`src/rsf_cfg.svh`:
```
`ifndef RSF_CFG_SVH
`define RSF_CFG_SVH
// Summary of operation
// - Popping an empty stack sets the stack underflow flag.
// - Overflow reset enabled: full or underflow sets its flag, then resets the device.
// - Overflow reset disabled: full or underflow sets its flag, no device reset.
// - Full and underflow flags clear only by software write or power-on reset.
// - Overflow reset enable comes from configuration storage, not a runtime register.
// - One-level shadows of status, working and bank select; no software access.
// - Any interrupt vectoring copies status, working and bank select into shadows.
// - Fast return from interrupt reloads the three registers from shadows and pops.
// - High-priority interrupt overwrites low-priority shadows; shadows do not nest.
// - Fast call saves the three registers into shadows while pushing.
// - Fast return from subroutine restores the three registers while popping.
// - Table access uses pointer as byte address, latch as data, one byte each.
// - Push increments 5-bit pointer then writes; pop reads then decrements; reset zeroes.
// - Overflow reset enabled: 31st push stores, sets full, resets, pointer zero.
// - Overflow reset disabled: pointer reaches 31; further pushes neither write nor move.
// - Pop from empty returns zero, sets underflow, pointer stays zero.

`define RSF_SP_EMPTY 5'h00
`define RSF_SP_LAST 5'h1E
`define RSF_SP_TOP 5'h1F
`define RSF_SP_STEP 5'h01
`define RSF_FULL_BIT 7
`define RSF_UNF_BIT 6
`define RSF_EVT_FULL 0
`define RSF_EVT_UNF 1
`define RSF_A_SP 4'h0
`define RSF_A_IST 4'h1
`define RSF_A_IMSK 4'h2
`define RSF_A_TPL 4'h3
`define RSF_A_TPH 4'h4
`define RSF_A_TPU 4'h5
`define RSF_A_TLAT 4'h6
`define RSF_RST_BYTE 8'h00
`define RSF_RST_EVT 2'h0
`define RSF_RST_TPTR 22'h000000
`endif

```
`src/rsf_pkg.sv`:
```
package rsf_pkg;
    typedef struct packed {
        logic [7:0] status;
        logic [7:0] working_register;
        logic [7:0] bank_select_register;
    } rsf_ctx_t;

    typedef struct packed {
        logic [3:0] addr;
        logic [7:0] wdata;
        logic wr;
        logic rd;
    } rsf_bus_t;

    typedef enum logic [0:0] {
        RSF_TBL_IDLE = 1'b0,
        RSF_TBL_WAIT = 1'b1
    } rsf_tbl_state_t;
endpackage

```
`src/rsf_shadow.sv`:
```
`timescale 1ns/10ps
`include "rsf_cfg.svh"
module rsf_shadow import rsf_pkg::*; (
    input wire logic clock_i,
    input wire logic rst_n_i,
    input wire logic save_i,
    input wire rsf_ctx_t ctx_i,
    input wire logic restore_i,
    output rsf_ctx_t ctx_o,
    output logic restore_o
);
    // No bus path reaches this copy; only the core events touch it
    rsf_ctx_t shadow_ff;
    rsf_ctx_t ctx_ff;
    logic restore_ff;

    // Latest save always overwrites; a single level by design
    always_ff @(posedge clock_i or negedge rst_n_i) begin
        if (!rst_n_i) begin
            shadow_ff <= '0;
            ctx_ff <= '0;
            restore_ff <= 1'b0;
        end else begin
            if (save_i) begin
                shadow_ff <= ctx_i;
            end
            if (restore_i) begin
                ctx_ff <= shadow_ff;
            end
            restore_ff <= restore_i;
        end
    end

    assign ctx_o = ctx_ff;
    assign restore_o = restore_ff;
endmodule

```
`src/rsf_stack.sv`:
```
`timescale 1ns/10ps
`include "rsf_cfg.svh"
module rsf_stack import rsf_pkg::*; #(
    parameter int PC_W = 21
) (
    input wire logic clock_i,
    input wire logic rst_n_i,
    input wire logic dev_rst_i,
    input wire logic cfg_ovf_rst_en_i,
    input wire logic push_i,
    input wire logic vector_i,
    input wire logic pop_i,
    input wire logic fast_i,
    input wire logic [PC_W-1:0] push_addr_i,
    input wire rsf_ctx_t ctx_i,
    input wire logic tbl_rd_i,
    input wire logic tbl_wr_i,
    input wire logic [7:0] mem_rdata_i,
    input wire logic [3:0] reg_addr_i,
    input wire logic [7:0] reg_wdata_i,
    input wire logic reg_wr_i,
    input wire logic reg_rd_i,
    output logic [7:0] reg_rdata_o,
    output logic [PC_W-1:0] pop_addr_o,
    output logic pop_valid_o,
    output rsf_ctx_t ctx_o,
    output logic restore_o,
    output logic stack_reset_o,
    output logic [21:0] tbl_ptr_o,
    output logic [7:0] tbl_lat_o,
    output logic mem_rd_o,
    output logic mem_wr_o,
    output logic irq_o
);
    rsf_bus_t bus;
    logic [4:0] sp_ff;
    logic [4:0] nxt_sp;
    logic full_ff;
    logic unf_ff;
    logic [1:0] ist_ff;
    logic [1:0] imsk_ff;
    logic irq_ff;
    logic [7:0] rdata_ff;
    logic [PC_W-1:0] pop_addr_ff;
    logic pop_valid_ff;
    logic stack_reset_ff;
    logic [PC_W-1:0] stack_mem [1:31];
    logic [7:0] read_mux;

    assign bus = '{addr: reg_addr_i, wdata: reg_wdata_i, wr: reg_wr_i, rd: reg_rd_i};

    // Register write decode, shared by the pointer, status and mask offsets
    function automatic logic reg_hit(input rsf_bus_t b, input logic [3:0] a);
        return b.wr && b.addr == a;
    endfunction

    // Events are dropped while another reset holds the core
    wire logic do_push = (push_i || vector_i) && !dev_rst_i;
    wire logic do_pop = pop_i && !push_i && !vector_i && !dev_rst_i;
    wire logic at_empty = sp_ff == `RSF_SP_EMPTY;
    wire logic at_top = sp_ff == `RSF_SP_TOP;
    wire logic stored_push = do_push && !at_top;
    // Slot comes from the old pointer, so a push that also resets still lands
    wire logic [4:0] push_slot = sp_ff + `RSF_SP_STEP;
    wire logic full_evt = do_push && sp_ff == `RSF_SP_LAST;
    wire logic unf_evt = do_pop && at_empty;
    wire logic good_pop = do_pop && !at_empty;
    // Enable is a configuration fuse level, never a bus register
    wire logic ovf_hit = cfg_ovf_rst_en_i && (full_evt || unf_evt);
    wire logic sp_wr = reg_hit(bus, `RSF_A_SP);
    wire logic ist_wr = reg_hit(bus, `RSF_A_IST);
    wire logic imsk_wr = reg_hit(bus, `RSF_A_IMSK);
    wire logic full_clr = sp_wr && !bus.wdata[`RSF_FULL_BIT];
    wire logic unf_clr = sp_wr && !bus.wdata[`RSF_UNF_BIT];
    wire logic [1:0] evt_vec = {unf_evt, full_evt};
    wire logic save_ctx = (vector_i || (push_i && fast_i)) && !dev_rst_i;
    wire logic restore_ctx = good_pop && fast_i;

    // Hardware pointer moves take priority over a software write in the same cycle
    always_comb begin
        if (dev_rst_i || ovf_hit) begin
            nxt_sp = `RSF_SP_EMPTY;
        end else if (stored_push) begin
            nxt_sp = push_slot;
        end else if (good_pop) begin
            nxt_sp = sp_ff - `RSF_SP_STEP;
        end else if (do_push || do_pop) begin
            nxt_sp = sp_ff;
        end else if (sp_wr) begin
            nxt_sp = bus.wdata[4:0];
        end else begin
            nxt_sp = sp_ff;
        end
    end

    // Bit 5 is not implemented and reads as zero
    always_comb begin
        case (bus.addr)
            `RSF_A_SP: read_mux = {full_ff, unf_ff, 1'b0, sp_ff};
            `RSF_A_IST: read_mux = {6'h00, ist_ff};
            `RSF_A_IMSK: read_mux = {6'h00, imsk_ff};
            `RSF_A_TPL: read_mux = tbl_ptr_o[7:0];
            `RSF_A_TPH: read_mux = tbl_ptr_o[15:8];
            `RSF_A_TPU: read_mux = {2'h0, tbl_ptr_o[21:16]};
            `RSF_A_TLAT: read_mux = tbl_lat_o;
            default: read_mux = `RSF_RST_BYTE;
        endcase
    end

    // No location zero; a push at the top never overwrites entry 31
    always_ff @(posedge clock_i) begin
        if (stored_push) begin
            stack_mem[push_slot] <= push_addr_i;
        end
    end

    // Only the power-on reset or a software write clears the flags; dev_rst_i leaves them
    always_ff @(posedge clock_i or negedge rst_n_i) begin
        if (!rst_n_i) begin
            sp_ff <= `RSF_SP_EMPTY;
            full_ff <= 1'b0;
            unf_ff <= 1'b0;
        end else begin
            sp_ff <= nxt_sp;
            full_ff <= full_evt || (full_ff && !full_clr);
            unf_ff <= unf_evt || (unf_ff && !unf_clr);
        end
    end

    always_ff @(posedge clock_i or negedge rst_n_i) begin
        if (!rst_n_i) begin
            pop_addr_ff <= '0;
            pop_valid_ff <= 1'b0;
            stack_reset_ff <= 1'b0;
        end else begin
            pop_valid_ff <= do_pop;
            pop_addr_ff <= at_empty ? '0 : stack_mem[sp_ff];
            stack_reset_ff <= ovf_hit;
        end
    end

    // Sticky events, set wins over the write-one clear
    always_ff @(posedge clock_i or negedge rst_n_i) begin
        if (!rst_n_i) begin
            ist_ff <= `RSF_RST_EVT;
            imsk_ff <= `RSF_RST_EVT;
            irq_ff <= 1'b0;
            rdata_ff <= `RSF_RST_BYTE;
        end else begin
            ist_ff <= evt_vec | (ist_ff & ~(ist_wr ? bus.wdata[1:0] : 2'h0));
            if (imsk_wr) imsk_ff <= bus.wdata[1:0];
            irq_ff <= |(ist_ff & imsk_ff);
            rdata_ff <= bus.rd ? read_mux : `RSF_RST_BYTE;
        end
    end

    rsf_shadow u_shadow (
        .clock_i(clock_i),
        .rst_n_i(rst_n_i),
        .save_i(save_ctx),
        .ctx_i(ctx_i),
        .restore_i(restore_ctx),
        .ctx_o(ctx_o),
        .restore_o(restore_o)
    );

    rsf_table u_table (
        .clock_i(clock_i),
        .rst_n_i(rst_n_i),
        .bus_i(bus),
        .tbl_rd_i(tbl_rd_i),
        .tbl_wr_i(tbl_wr_i),
        .mem_rdata_i(mem_rdata_i),
        .tbl_ptr_o(tbl_ptr_o),
        .tbl_lat_o(tbl_lat_o),
        .mem_rd_o(mem_rd_o),
        .mem_wr_o(mem_wr_o)
    );

    assign reg_rdata_o = rdata_ff;
    assign pop_addr_o = pop_addr_ff;
    assign pop_valid_o = pop_valid_ff;
    assign stack_reset_o = stack_reset_ff;
    assign irq_o = irq_ff;
endmodule

```
`src/rsf_table.sv`:
```
`timescale 1ns/10ps
`include "rsf_cfg.svh"
module rsf_table import rsf_pkg::*; (
    input wire logic clock_i,
    input wire logic rst_n_i,
    input wire rsf_bus_t bus_i,
    input wire logic tbl_rd_i,
    input wire logic tbl_wr_i,
    input wire logic [7:0] mem_rdata_i,
    output logic [21:0] tbl_ptr_o,
    output logic [7:0] tbl_lat_o,
    output logic mem_rd_o,
    output logic mem_wr_o
);
    logic [21:0] ptr_ff;
    logic [7:0] lat_ff;
    logic rd_ff;
    logic wr_ff;
    rsf_tbl_state_t state_ff;
    rsf_tbl_state_t nxt_state;
    wire logic start_rd = tbl_rd_i && state_ff == RSF_TBL_IDLE;
    wire logic start_wr = tbl_wr_i && !tbl_rd_i && state_ff == RSF_TBL_IDLE;
    wire logic wr_tpl = bus_i.wr && bus_i.addr == `RSF_A_TPL;
    wire logic wr_tph = bus_i.wr && bus_i.addr == `RSF_A_TPH;
    wire logic wr_tpu = bus_i.wr && bus_i.addr == `RSF_A_TPU;
    wire logic wr_lat = bus_i.wr && bus_i.addr == `RSF_A_TLAT;

    always_comb begin
        case (state_ff)
            RSF_TBL_IDLE: nxt_state = start_rd ? RSF_TBL_WAIT : RSF_TBL_IDLE;
            RSF_TBL_WAIT: nxt_state = RSF_TBL_IDLE;
            default: nxt_state = RSF_TBL_IDLE;
        endcase
    end

    // One byte per access: the pointer is a byte address, the latch the only data
    always_ff @(posedge clock_i or negedge rst_n_i) begin
        if (!rst_n_i) begin
            ptr_ff <= `RSF_RST_TPTR;
            lat_ff <= `RSF_RST_BYTE;
            rd_ff <= 1'b0;
            wr_ff <= 1'b0;
            state_ff <= RSF_TBL_IDLE;
        end else begin
            state_ff <= nxt_state;
            rd_ff <= start_rd;
            wr_ff <= start_wr;
            if (wr_tpl) ptr_ff[7:0] <= bus_i.wdata;
            if (wr_tph) ptr_ff[15:8] <= bus_i.wdata;
            if (wr_tpu) ptr_ff[21:16] <= bus_i.wdata[5:0];
            if (state_ff == RSF_TBL_WAIT) begin
                lat_ff <= mem_rdata_i;
            end else if (wr_lat) begin
                lat_ff <= bus_i.wdata;
            end
        end
    end

    assign tbl_ptr_o = ptr_ff;
    assign tbl_lat_o = lat_ff;
    assign mem_rd_o = rd_ff;
    assign mem_wr_o = wr_ff;
endmodule

```
`config.mk`:
```
export PLATFORM = sky130hd
export DESIGN_NAME = rsf_stack
export DESIGN_NICKNAME = d
export VERILOG_FILES = /design/src/rsf_pkg.sv /design/src/rsf_shadow.sv /design/src/rsf_stack.sv /design/src/rsf_table.sv
export VERILOG_INCLUDE_DIRS = /design/src
export SDC_FILE = /design/constraint.sdc
export NUM_CORES = 1
export LEC_CHECK = 0
export ABC_CLOCK_PERIOD_IN_PS = 4380
export BUFFER_PORTS_ARGS = -buffer_cell sky130_fd_sc_hd__buf_4
export CAP_MARGIN = 30
export CELL_PAD_IN_SITES_DETAIL_PLACEMENT = 1
export CELL_PAD_IN_SITES_GLOBAL_PLACEMENT = 1
export CORE_ASPECT_RATIO = 1.4
export CORE_MARGIN = 2
export CORE_UTILIZATION = 35
export CTS_CLUSTER_SIZE = 25
export DETAILED_ROUTE_END_ITERATION = 10
export GPL_TIMING_DRIVEN = 0
export PLACE_DENSITY = 0.57
export SYNTH_ARGS = -nofsm -noshare
export SYNTH_HDL_FRONTEND = slang
export SYNTH_SLANG_ARGS = --single-unit
```
`constraint.sdc`:
```
create_clock -name clock_i -period 4.38 [get_ports clock_i]
set_input_delay 0.219 -clock clock_i [delete_from_list [all_inputs] [get_ports clock_i]]
set_output_delay 0.219 -clock clock_i [all_outputs]
set_load 0.03 [all_outputs]
```
# == Word level (Yosys, flattened, before mapping) ==
# Memories as Yosys holds them, arrays and structs flattened.
# Index checks and enable logic that the tools add are counted.
# totals
word_cells,105
output_inout_bits,89
mem_count,1
ramBits,651
in_bits,77
register_bits,125
# memory_table
name,depth,word_bits,rd,rd_ports_with_merged_regs,write_ports,line,source
stack_mem,31,21,1,0,1,rsf_stack.sv:47,logic [PC_W-1:0] stack_mem [1:31];
# op_classes
eq_ne,9
bitwise,5
n_reduce_logical,49
addsub,2
mux,15
# ops
operator,n
$pmux 8 s7,1
$logic_and 1x1->1,26
$mux 5,5
$mux 8,3
$mux 21,1
$eq 4x3->1 const B,3
$eq 5x5->1 const B,2
$logic_not 1->1,10
$eq 4x2->1 const B,2
$logic_or 1x1->1,7
$add 5x1->5 const B,1
$logic_not 5->1,1
$sub 5x1->5 const B,1
$and 2x2->2,2
$eq 4x1->1 const B,1
$logic_not 4->1,1
$ne 4x4->1 const B,1
$reduce_bool 4->1,1
$mux 1,3
$mux 2,1
$not 2->2,1
$or 2x2->2,1
$pmux 1 s2,1
$reduce_and 2->1,1
3 further kinds,3

# == Longest topological paths before layout ==
# Gate-level depths: netlist (run 1).
# logic_depth
depth_word,10
mapped_depth,13
depth_no_buf,7

# == Modules after synthesis ==
# From an unflattened synthesis (run 1), not the netlist that was laid out.
# unflattened
hier_cells,1638
area_unflattened_um2,30530.5
# by_module_without_submodules
module,cells_per_inst,area_each_um2,n_inst,seq_area_each_um2
rsf_stack,1453,27152.3,1,20624.8
rsf_shadow,103,2019.4,1,1226.2
rsf_table,82,1358.8,1,800.8

# == Worst setup path before layout (run 1) ==
# No wires, ideal clock.
# synth_timing
kind,reg2reg
from,reg sp_ff[2]
to,mem stack_mem[10][0] (enable)
path_slack_ns,1.055
arrival_time_ns,2.926
required_ns,3.981
setup_time_ns,0.399
period_less_slack_ns,3.325
n_path_buf,4
path_stages_with_launch,10
path_cell_list,dfrtp_1 -> buf_2 -> buf_1 -> buf_2 -> clkbuf_1 -> and3_1 -> ha_1 -> nor2_1 -> nand2_1 -> nor2_1
# synth_via
elab_chain_cells,5
word_cells_on_any_way,6
classes_between,add/sub (1); eq/ne (1); mux (2); reduce/logical (2)
# synth_rtl
element,line,source
"start, declared",rsf_stack.sv:36,logic [4:0] sp_ff;
"start signal, assigned",rsf_stack.sv:120,sp_ff <= `RSF_SP_EMPTY;
"start signal, assigned",rsf_stack.sv:124,sp_ff <= nxt_sp;
$eq 5x5->1 (no line),--,
$logic_not 1->1,rsf_stack.sv:62,wire logic stored_push = do_push && !at_top;
$logic_and 1x1->1,rsf_stack.sv:62,
$mux 1,rsf_stack.sv:112,if (stored_push) begin
$mux 1 (not written as such),rsf_stack.sv:113,stack_mem[push_slot] <= push_addr_i;
"end, declared",rsf_stack.sv:47,
# Several ways; a longest one is shown, not always the timed one.

# == Worst setup path in the final report (run 1) ==
# layout_timing
from,reg sp_ff[2]
to,mem stack_mem[5][9] (enable)
# The elaborated chain is that of the path after synthesis.

==> metrics, run 1 <==
ys async rst share 16.00%; gp weighted congestion 0.7774; initial antenna violation count 1; type of the worst setup path register to register; wirelength, routed 82320 um; share of the cycle needed by the critical path after routing 94.53%; library cells used by synthesis 67; most common cell after layout, fill and taps aside sky130_fd_sc_hd__edfxtp_1; final setup violation count 0; largest net degree at the start of global routing 88; count of endpoints failing hold in the final timing report 0; Cells after Synth 1514; clock insertion delay at the later pin of the skew report 0.63 ns; proportion of power drawn by flip-flops and latches 49.2%; mean area per synthesized cell 19.92 um^2; TritonCTS clock tree yes; signed area change from the synthesized netlist to the final layout 20.74%; per-cell routed wire length 27.51 um; Comb power frac 13.5%; Data required, critical path 4.62 ns; count of standard-cell rows 127; switching power summed over all nets 4.353 mW; initial core utilization 35.28%; CTS Buf Count 73; most frequent cells in the layout sky130_fd_sc_hd__edfxtp_1, sky130_fd_sc_hd__buf_4, sky130_fd_sc_hd__mux4_2; largest fanout on the critical path 21; overall die area 88560 um^2; count of boundary I/O pins 166; horizontal extent of the die 252.1 um; Clock power frac 37.3%; global-route wire length before repair 120300 um; Hold Path Class input pin to register; Post-Syn Nets 1598; GRT Residual Overflow 0; library cell used as clock root buffer sky130_fd_sc_hd__clkbuf_16; highest clock frequency the design can meet 0.2415 GHz; vias post-DR 15630; Clock transition at path regs 0.06 ns; power density of the placed cells 473.2 nW/um^2; total chip power 17.23 mW; Worst Skew 0.02408 ns; sink count of the clock tree 775; area after detailed placement 33360 um^2; switch share 25.27%; fill cell total of the finished layout 8140; max-cap check violation count 0; summed area of non-filler cells in the final layout 36410 um^2; number of detailed-routing iterations run before antenna repair 5; Clock H-tree levels 3; Die Y 351.3 um; number of synthesized flops with an enable pin 651; result of the run finished clean; number of buffers inserted to repair setup after CTS 0; DP Wirelength 55360 um; Slew Limit Fails 0; slew at the pin closest to its max-slew limit 0.9731 ns; IR drop worst, VDD 332.9 uV; buffers added on ports 164; share of the yosys chip area belonging to registers 75.11%; setup_tns 0 ns; Internal 12.88 mW; nature of the critical path startpoint register; vias in the first global route 17300; share of layout cells above drive strength 1 31.96%; arrival time reported for the critical path endpoint 4.38 ns; number of vias per cell after detailed routing 5.225; total number of yosys warnings 0; unrepaired setup endpoints after global routing no; ys flop type sky130_fd_sc_hd__edfxtp_1; Total Routing Usage GR 18.86%; leakage power total 12.40 nW; clock buffer depth 3; iteration-0 DRC count of the detailed router 1196; headroom to the max-slew limit 34.97%; net total in the final layout 1923; cell area after technology mapping 30160 um^2; final worst path period need 4.141 ns; Core ar. 85490 um^2; Post-DRT Antenna Nets 0; diode count 0; FF+latch count, synth 775; post-route DRC violation count 0; endpoint kind of the worst setup timing path register
==> metrics by stage <==
stage | setup slack (ns) | util, % | cells | hold slack [ns]
after CTS | 0.1869 | 42.59 | 2992 | 0.0009147
after detailed placement | -0.2014 | 39.03 | 2794 | 0.1618
after floorplan | 1.055 | - | 1514 | -0.07659
after global routing | 0.1109 | 42.59 | 2992 | 0.02077
final | 0.2394 | 42.59 | 2992 | 0.02281
after global placement | -1.451 | 38.32 | 2774 | 0.3816
==> power by group through the flow <==
stage                     Clock, mW  Sequential, mW  Combinational (mW)
final                          6.42            8.48                2.33
after floorplan                   0            8.97               0.925
after global placement            0            8.62                2.22
after global routing           6.81            8.51                2.48
after CTS                      6.57            8.48                2.37
after detailed placement          0            8.64                2.31
==> flip-flops by register name, summed over array words and instances (netlist names), 5 cells and up <==
signal and flops:
sp_ff 5, u_table.tbl_lat_o 8, u_shadow.shadow_ff 24, u_table.tbl_ptr_o 22, pop_addr_o 21, u_shadow.ctx_o 24, reg_rdata_o 8, stack_mem 651
==> worst max-delay path: stages, from the launching register on <==
cell and delay [ns]:
sky130_fd_sc_hd__dfrtp_1 0.35, sky130_fd_sc_hd__buf_2 0.18, sky130_fd_sc_hd__buf_1 0.29, sky130_fd_sc_hd__buf_2 0.43, sky130_fd_sc_hd__and3_1 0.25, sky130_fd_sc_hd__ha_1 0.23
sky130_fd_sc_hd__nor2_1 0.40, sky130_fd_sc_hd__nand2_1 0.64, sky130_fd_sc_hd__nor2_4 0.98
==> synthesized netlist by cell type, types with 19 or more instances <==
| library cell | count | area share [%] |
|---|---|---|
| sky130_fd_sc_hd__mux2_1 | 19 | 0.71 |
| sky130_fd_sc_hd__mux2i_1 | 80 | 2.7 |
| sky130_fd_sc_hd__mux2_2 | 91 | 3.4 |
| sky130_fd_sc_hd__nor2_1 | 66 | 0.82 |
| sky130_fd_sc_hd__nand2_1 | 51 | 0.63 |
| sky130_fd_sc_hd__mux4_2 | 133 | 9.9 |
| sky130_fd_sc_hd__a211oi_1 | 29 | 0.72 |
| sky130_fd_sc_hd__a22oi_1 | 23 | 0.57 |
| sky130_fd_sc_hd__clkbuf_1 | 24 | 0.30 |
| sky130_fd_sc_hd__edfxtp_1 | 651 | 65 |
| sky130_fd_sc_hd__buf_2 | 24 | 0.40 |
| sky130_fd_sc_hd__dfrtp_1 | 124 | 10 |
==> layer usage <==
metal / routed length [um] / track usage [%] / vias up
met5: 16 / 0 / -
met4: 2588 / 7.185 / 2
met3: 3486 / 2.560 / 118
met2: 43570 / 34.36 / 409
met1: 32650 / 22.61 / 8305
li1: - / - / 6800
==> worst paths after layout <==
| kind | startpoint | end | slack, ns | cells after the start |
|---|---|---|---|---|
| worst min register to register | u_shadow.shadow_ff[22] | u_shadow.ctx_o[22] | 0.48 | 1 |
| max in group asynchronous | rst_n_i | pop_addr_o[0] | 3.44 | 3 |
| worst max-delay path | sp_ff[2] | stack_mem[5][9] | 0.24 | 8 |
| worst max register to register | sp_ff[2] | stack_mem[5][9] | 0.24 | 8 |
| worst min-delay path | reg_addr_i[0] | unf_ff | 0.02 | 5 |
| min in group asynchronous | rst_n_i | u_table.tbl_lat_o[4] | 0.09 | 2 |
==> cell families after synthesis <==
group | Yosys count | share of synthesized area [%]
muxes | 323 | 16.70
DFF | 775 | 75.11
and+or+nand+nor | 172 | 2.697
AOI/OAI and AO/OA | 148 | 3.622
xor gates and xnor gates | 6 | 0.1743
buffers and inverters | 83 | 1.407
adders and majority gates | 7 | 0.2904
==> cell type report <==
type	count	area [um^2]	share of cell area (%)
Multi-Input combinational cell	657	7310	20.08
Clock buffer	93	1994	5.478
Clock inverter	39	377.9	1.038
Buffer	73	386.6	1.062
Timing Repair Buffer	251	2288	6.285
Tap cell	1096	1371	3.766
Inverter	8	30.03	0.08247
Sequential cell	775	22650	62.21
==> repair_timing <==
action / in CTS / in global routing
hold buffers: 67 / 0
endpoints found under the hold margin: 416 / 0
resized for setup: 1 / 0
setup endpoints to repair: 436 / 0
Note: power is estimated with default switching activity, not from simulation.
==> run 2, diff against run 1 <==
--- a/config.mk
+++ b/config.mk
@@ -20,2 +20,3 @@
 export PLACE_DENSITY = 0.57
+export REMOVE_ABC_BUFFERS = 1
 export SYNTH_ARGS = -nofsm -noshare
--- a/constraint.sdc
+++ b/constraint.sdc
@@ -3,2 +3,2 @@
 set_output_delay 0.219 -clock clock_i [all_outputs]
-set_load 0.03 [all_outputs]
+set_load 0.01 [all_outputs]
==> metrics, run 2 (same netlist as run 1, synthesis figures left out) <==
unrepaired setup endpoints after global routing no; Data required, critical path 4.69 ns; signed area change from the synthesized netlist to the final layout 21.74%; Post-DRT Antenna Nets 0; Critical Path Source sp_ff[1]; max-cap check violation count 0; per-cell routed wire length 25.95 um; leakage power total 12.43 nW; Total Routing Usage GR 17.44%; headroom to the max-slew limit 31.21%; worst hold slack 0.03019 ns; most frequent cells in the layout sky130_fd_sc_hd__edfxtp_1, sky130_fd_sc_hd__buf_4, sky130_fd_sc_hd__mux4_2; Slew Limit Fails 0; endpoint kind of the worst setup timing path register; count of endpoints failing hold in the final timing report 0; number of gates given a new drive strength after cts 0; arrival time reported for the critical path endpoint 4.42 ns; wirelength, routed 76400 um; Clock power frac 37.2%; proportion of power drawn by flip-flops and latches 51.6%; final setup violation count 0; Hold Path Class input pin to register; slack of the worst reg-to-reg path 0.27 ns; slew at the pin closest to its max-slew limit 1.031 ns; nature of the critical path startpoint register; post-route DRC violation count 0; gp weighted congestion 0.7872; library cell used as clock root buffer sky130_fd_sc_hd__clkbuf_16; vias in the first global route 17100; Comb power frac 11.2%; number of vias per cell after detailed routing 5.288; Critical R2R Capture stack_mem[5][19]; clock insertion delay at the later pin of the skew report 0.61 ns; final worst path period need 4.105 ns; Clock transition at path regs 0.06 ns; TritonCTS clock tree yes; initial core utilization 35.28%; Core ar. 85490 um^2; iteration-0 DRC count of the detailed router 1037; worst reg-to-reg path cell count 8; max reg flops 651; Worst Skew 0.01598 ns; horizontal extent of the die 252.1 um; result of the run finished clean; CP endpoint stack_mem[5][19]; register with the highest flop count stack_mem; GRT Residual Overflow 0; overall die area 88560 um^2; R2R Path Start sp_ff[1]; Clock H-tree levels 3; sink count of the clock tree 775; diode count 0; count of standard-cell rows 127; vias post-DR 15570; switching power summed over all nets 3.855 mW; Die Y 351.3 um; cells along the critical path buf_16 > ha_1 > and3_1 > ha_1 > nor2_1 > nand2_1 > nor2_4 > buf_16; Max stage delay cell, worst path sky130_fd_sc_hd__dfrtp_4; most common cell after layout, fill and taps aside sky130_fd_sc_hd__edfxtp_1; max incr delay on CP 0.76 ns; share of layout cells above drive strength 1 32.31%; global-route wire length before repair 113700 um; largest fanout on the critical path 57; CTS Buf Count 74; DP Wirelength 47650 um; buffers added on ports 165; net total in the final layout 1874; switch share 23.28%; largest net degree at the start of global routing 88; initial antenna violation count 0; setup_tns 0 ns; count of boundary I/O pins 166; Internal 12.71 mW; type of the worst setup path register to register; number of detailed-routing iterations run before antenna repair 5; clock buffer depth 3; IR drop worst, VDD 302.9 uV; share of the cycle needed by the critical path after routing 93.72%; power density of the placed cells 451.1 nW/um^2; highest clock frequency the design can meet 0.2436 GHz
run 2: cell type report:
class	count	area, um^2
fill	8005	48780
clock buffer	111	2121
multi-input combinational	656	7330
tap	1096	1371
sequential	775	22660
inverter	8	30.03
timing repair buffer	275	3009
clock inverter	23	186.4
run 2: through the flow:
stage	setup slack, ns	util, %	total power, mW	cell area (um^2)	std cells
after floorplan	-5.115	-	9.719	29760	1439
after global placement	-10.46	37.87	10.68	32370	2700
after detailed placement	-0.02333	39.41	10.54	33690	2741
after CTS	0.2008	42.92	16.77	36690	2943
after global routing	0.005128	42.94	17.19	36710	2944
final	0.2749	42.94	16.56	36710	2944
run 2: worst max-delay path, delay by kind of cell, from the launching register on:
| kind | cells | cell delay [ns] |
|---|---|---|
| adders and majority gates | 2 | 0.57 |
| buffers and inverters | 2 | 0.62 |
| DFF | 1 | 0.76 |
| and+or+nand+nor | 4 | 1.82 |
run 2: worst min-delay path by stage:
stage / depth (start not counted) / slack [ns] / end / startpoint
after floorplan: 0 / -0.08 / full_ff / rst_n_i
after global placement: 2 / 0.38 / u_table.mem_wr_o / tbl_rd_i
after detailed placement: 1 / 0.17 / u_table.tbl_lat_o[5] / rst_n_i
after CTS: 1 / 0.0002 / stack_mem[23][6] / push_addr_i[6]
after global routing: 1 / 0.02 / stack_mem[14][14] / push_addr_i[14]
final: 1 / 0.03 / stack_mem[22][14] / push_addr_i[14]
run 2: per-layer routing:
metal / routed length, um / vias to the layer above / global-route usage, %
met5: 0 / - / 0
met4: 2864 / 0 / 6.871
met3: 3253 / 140 / 2.775
met2: 38710 / 414 / 30.34
met1: 31580 / 8303 / 21.80
li1: - / 6711 / -
run 2: repair_timing:
item,CTS,global route
buffers inserted,1,1
endpoints found under the hold margin,495,0
pin swaps,0,1
endpoints found under the setup margin,82,7
hold buffers,67,0
run 2: power groups by stage:
stage | registers [mW] | clock network (mW) | logic, mW
final | 8.54 | 6.16 | 1.86
after global routing | 8.58 | 6.60 | 2.01
after CTS | 8.55 | 6.32 | 1.90
after detailed placement | 8.71 | 0 | 1.82
after global placement | 8.84 | 0 | 1.83
after floorplan | 8.81 | 0 | 0.912
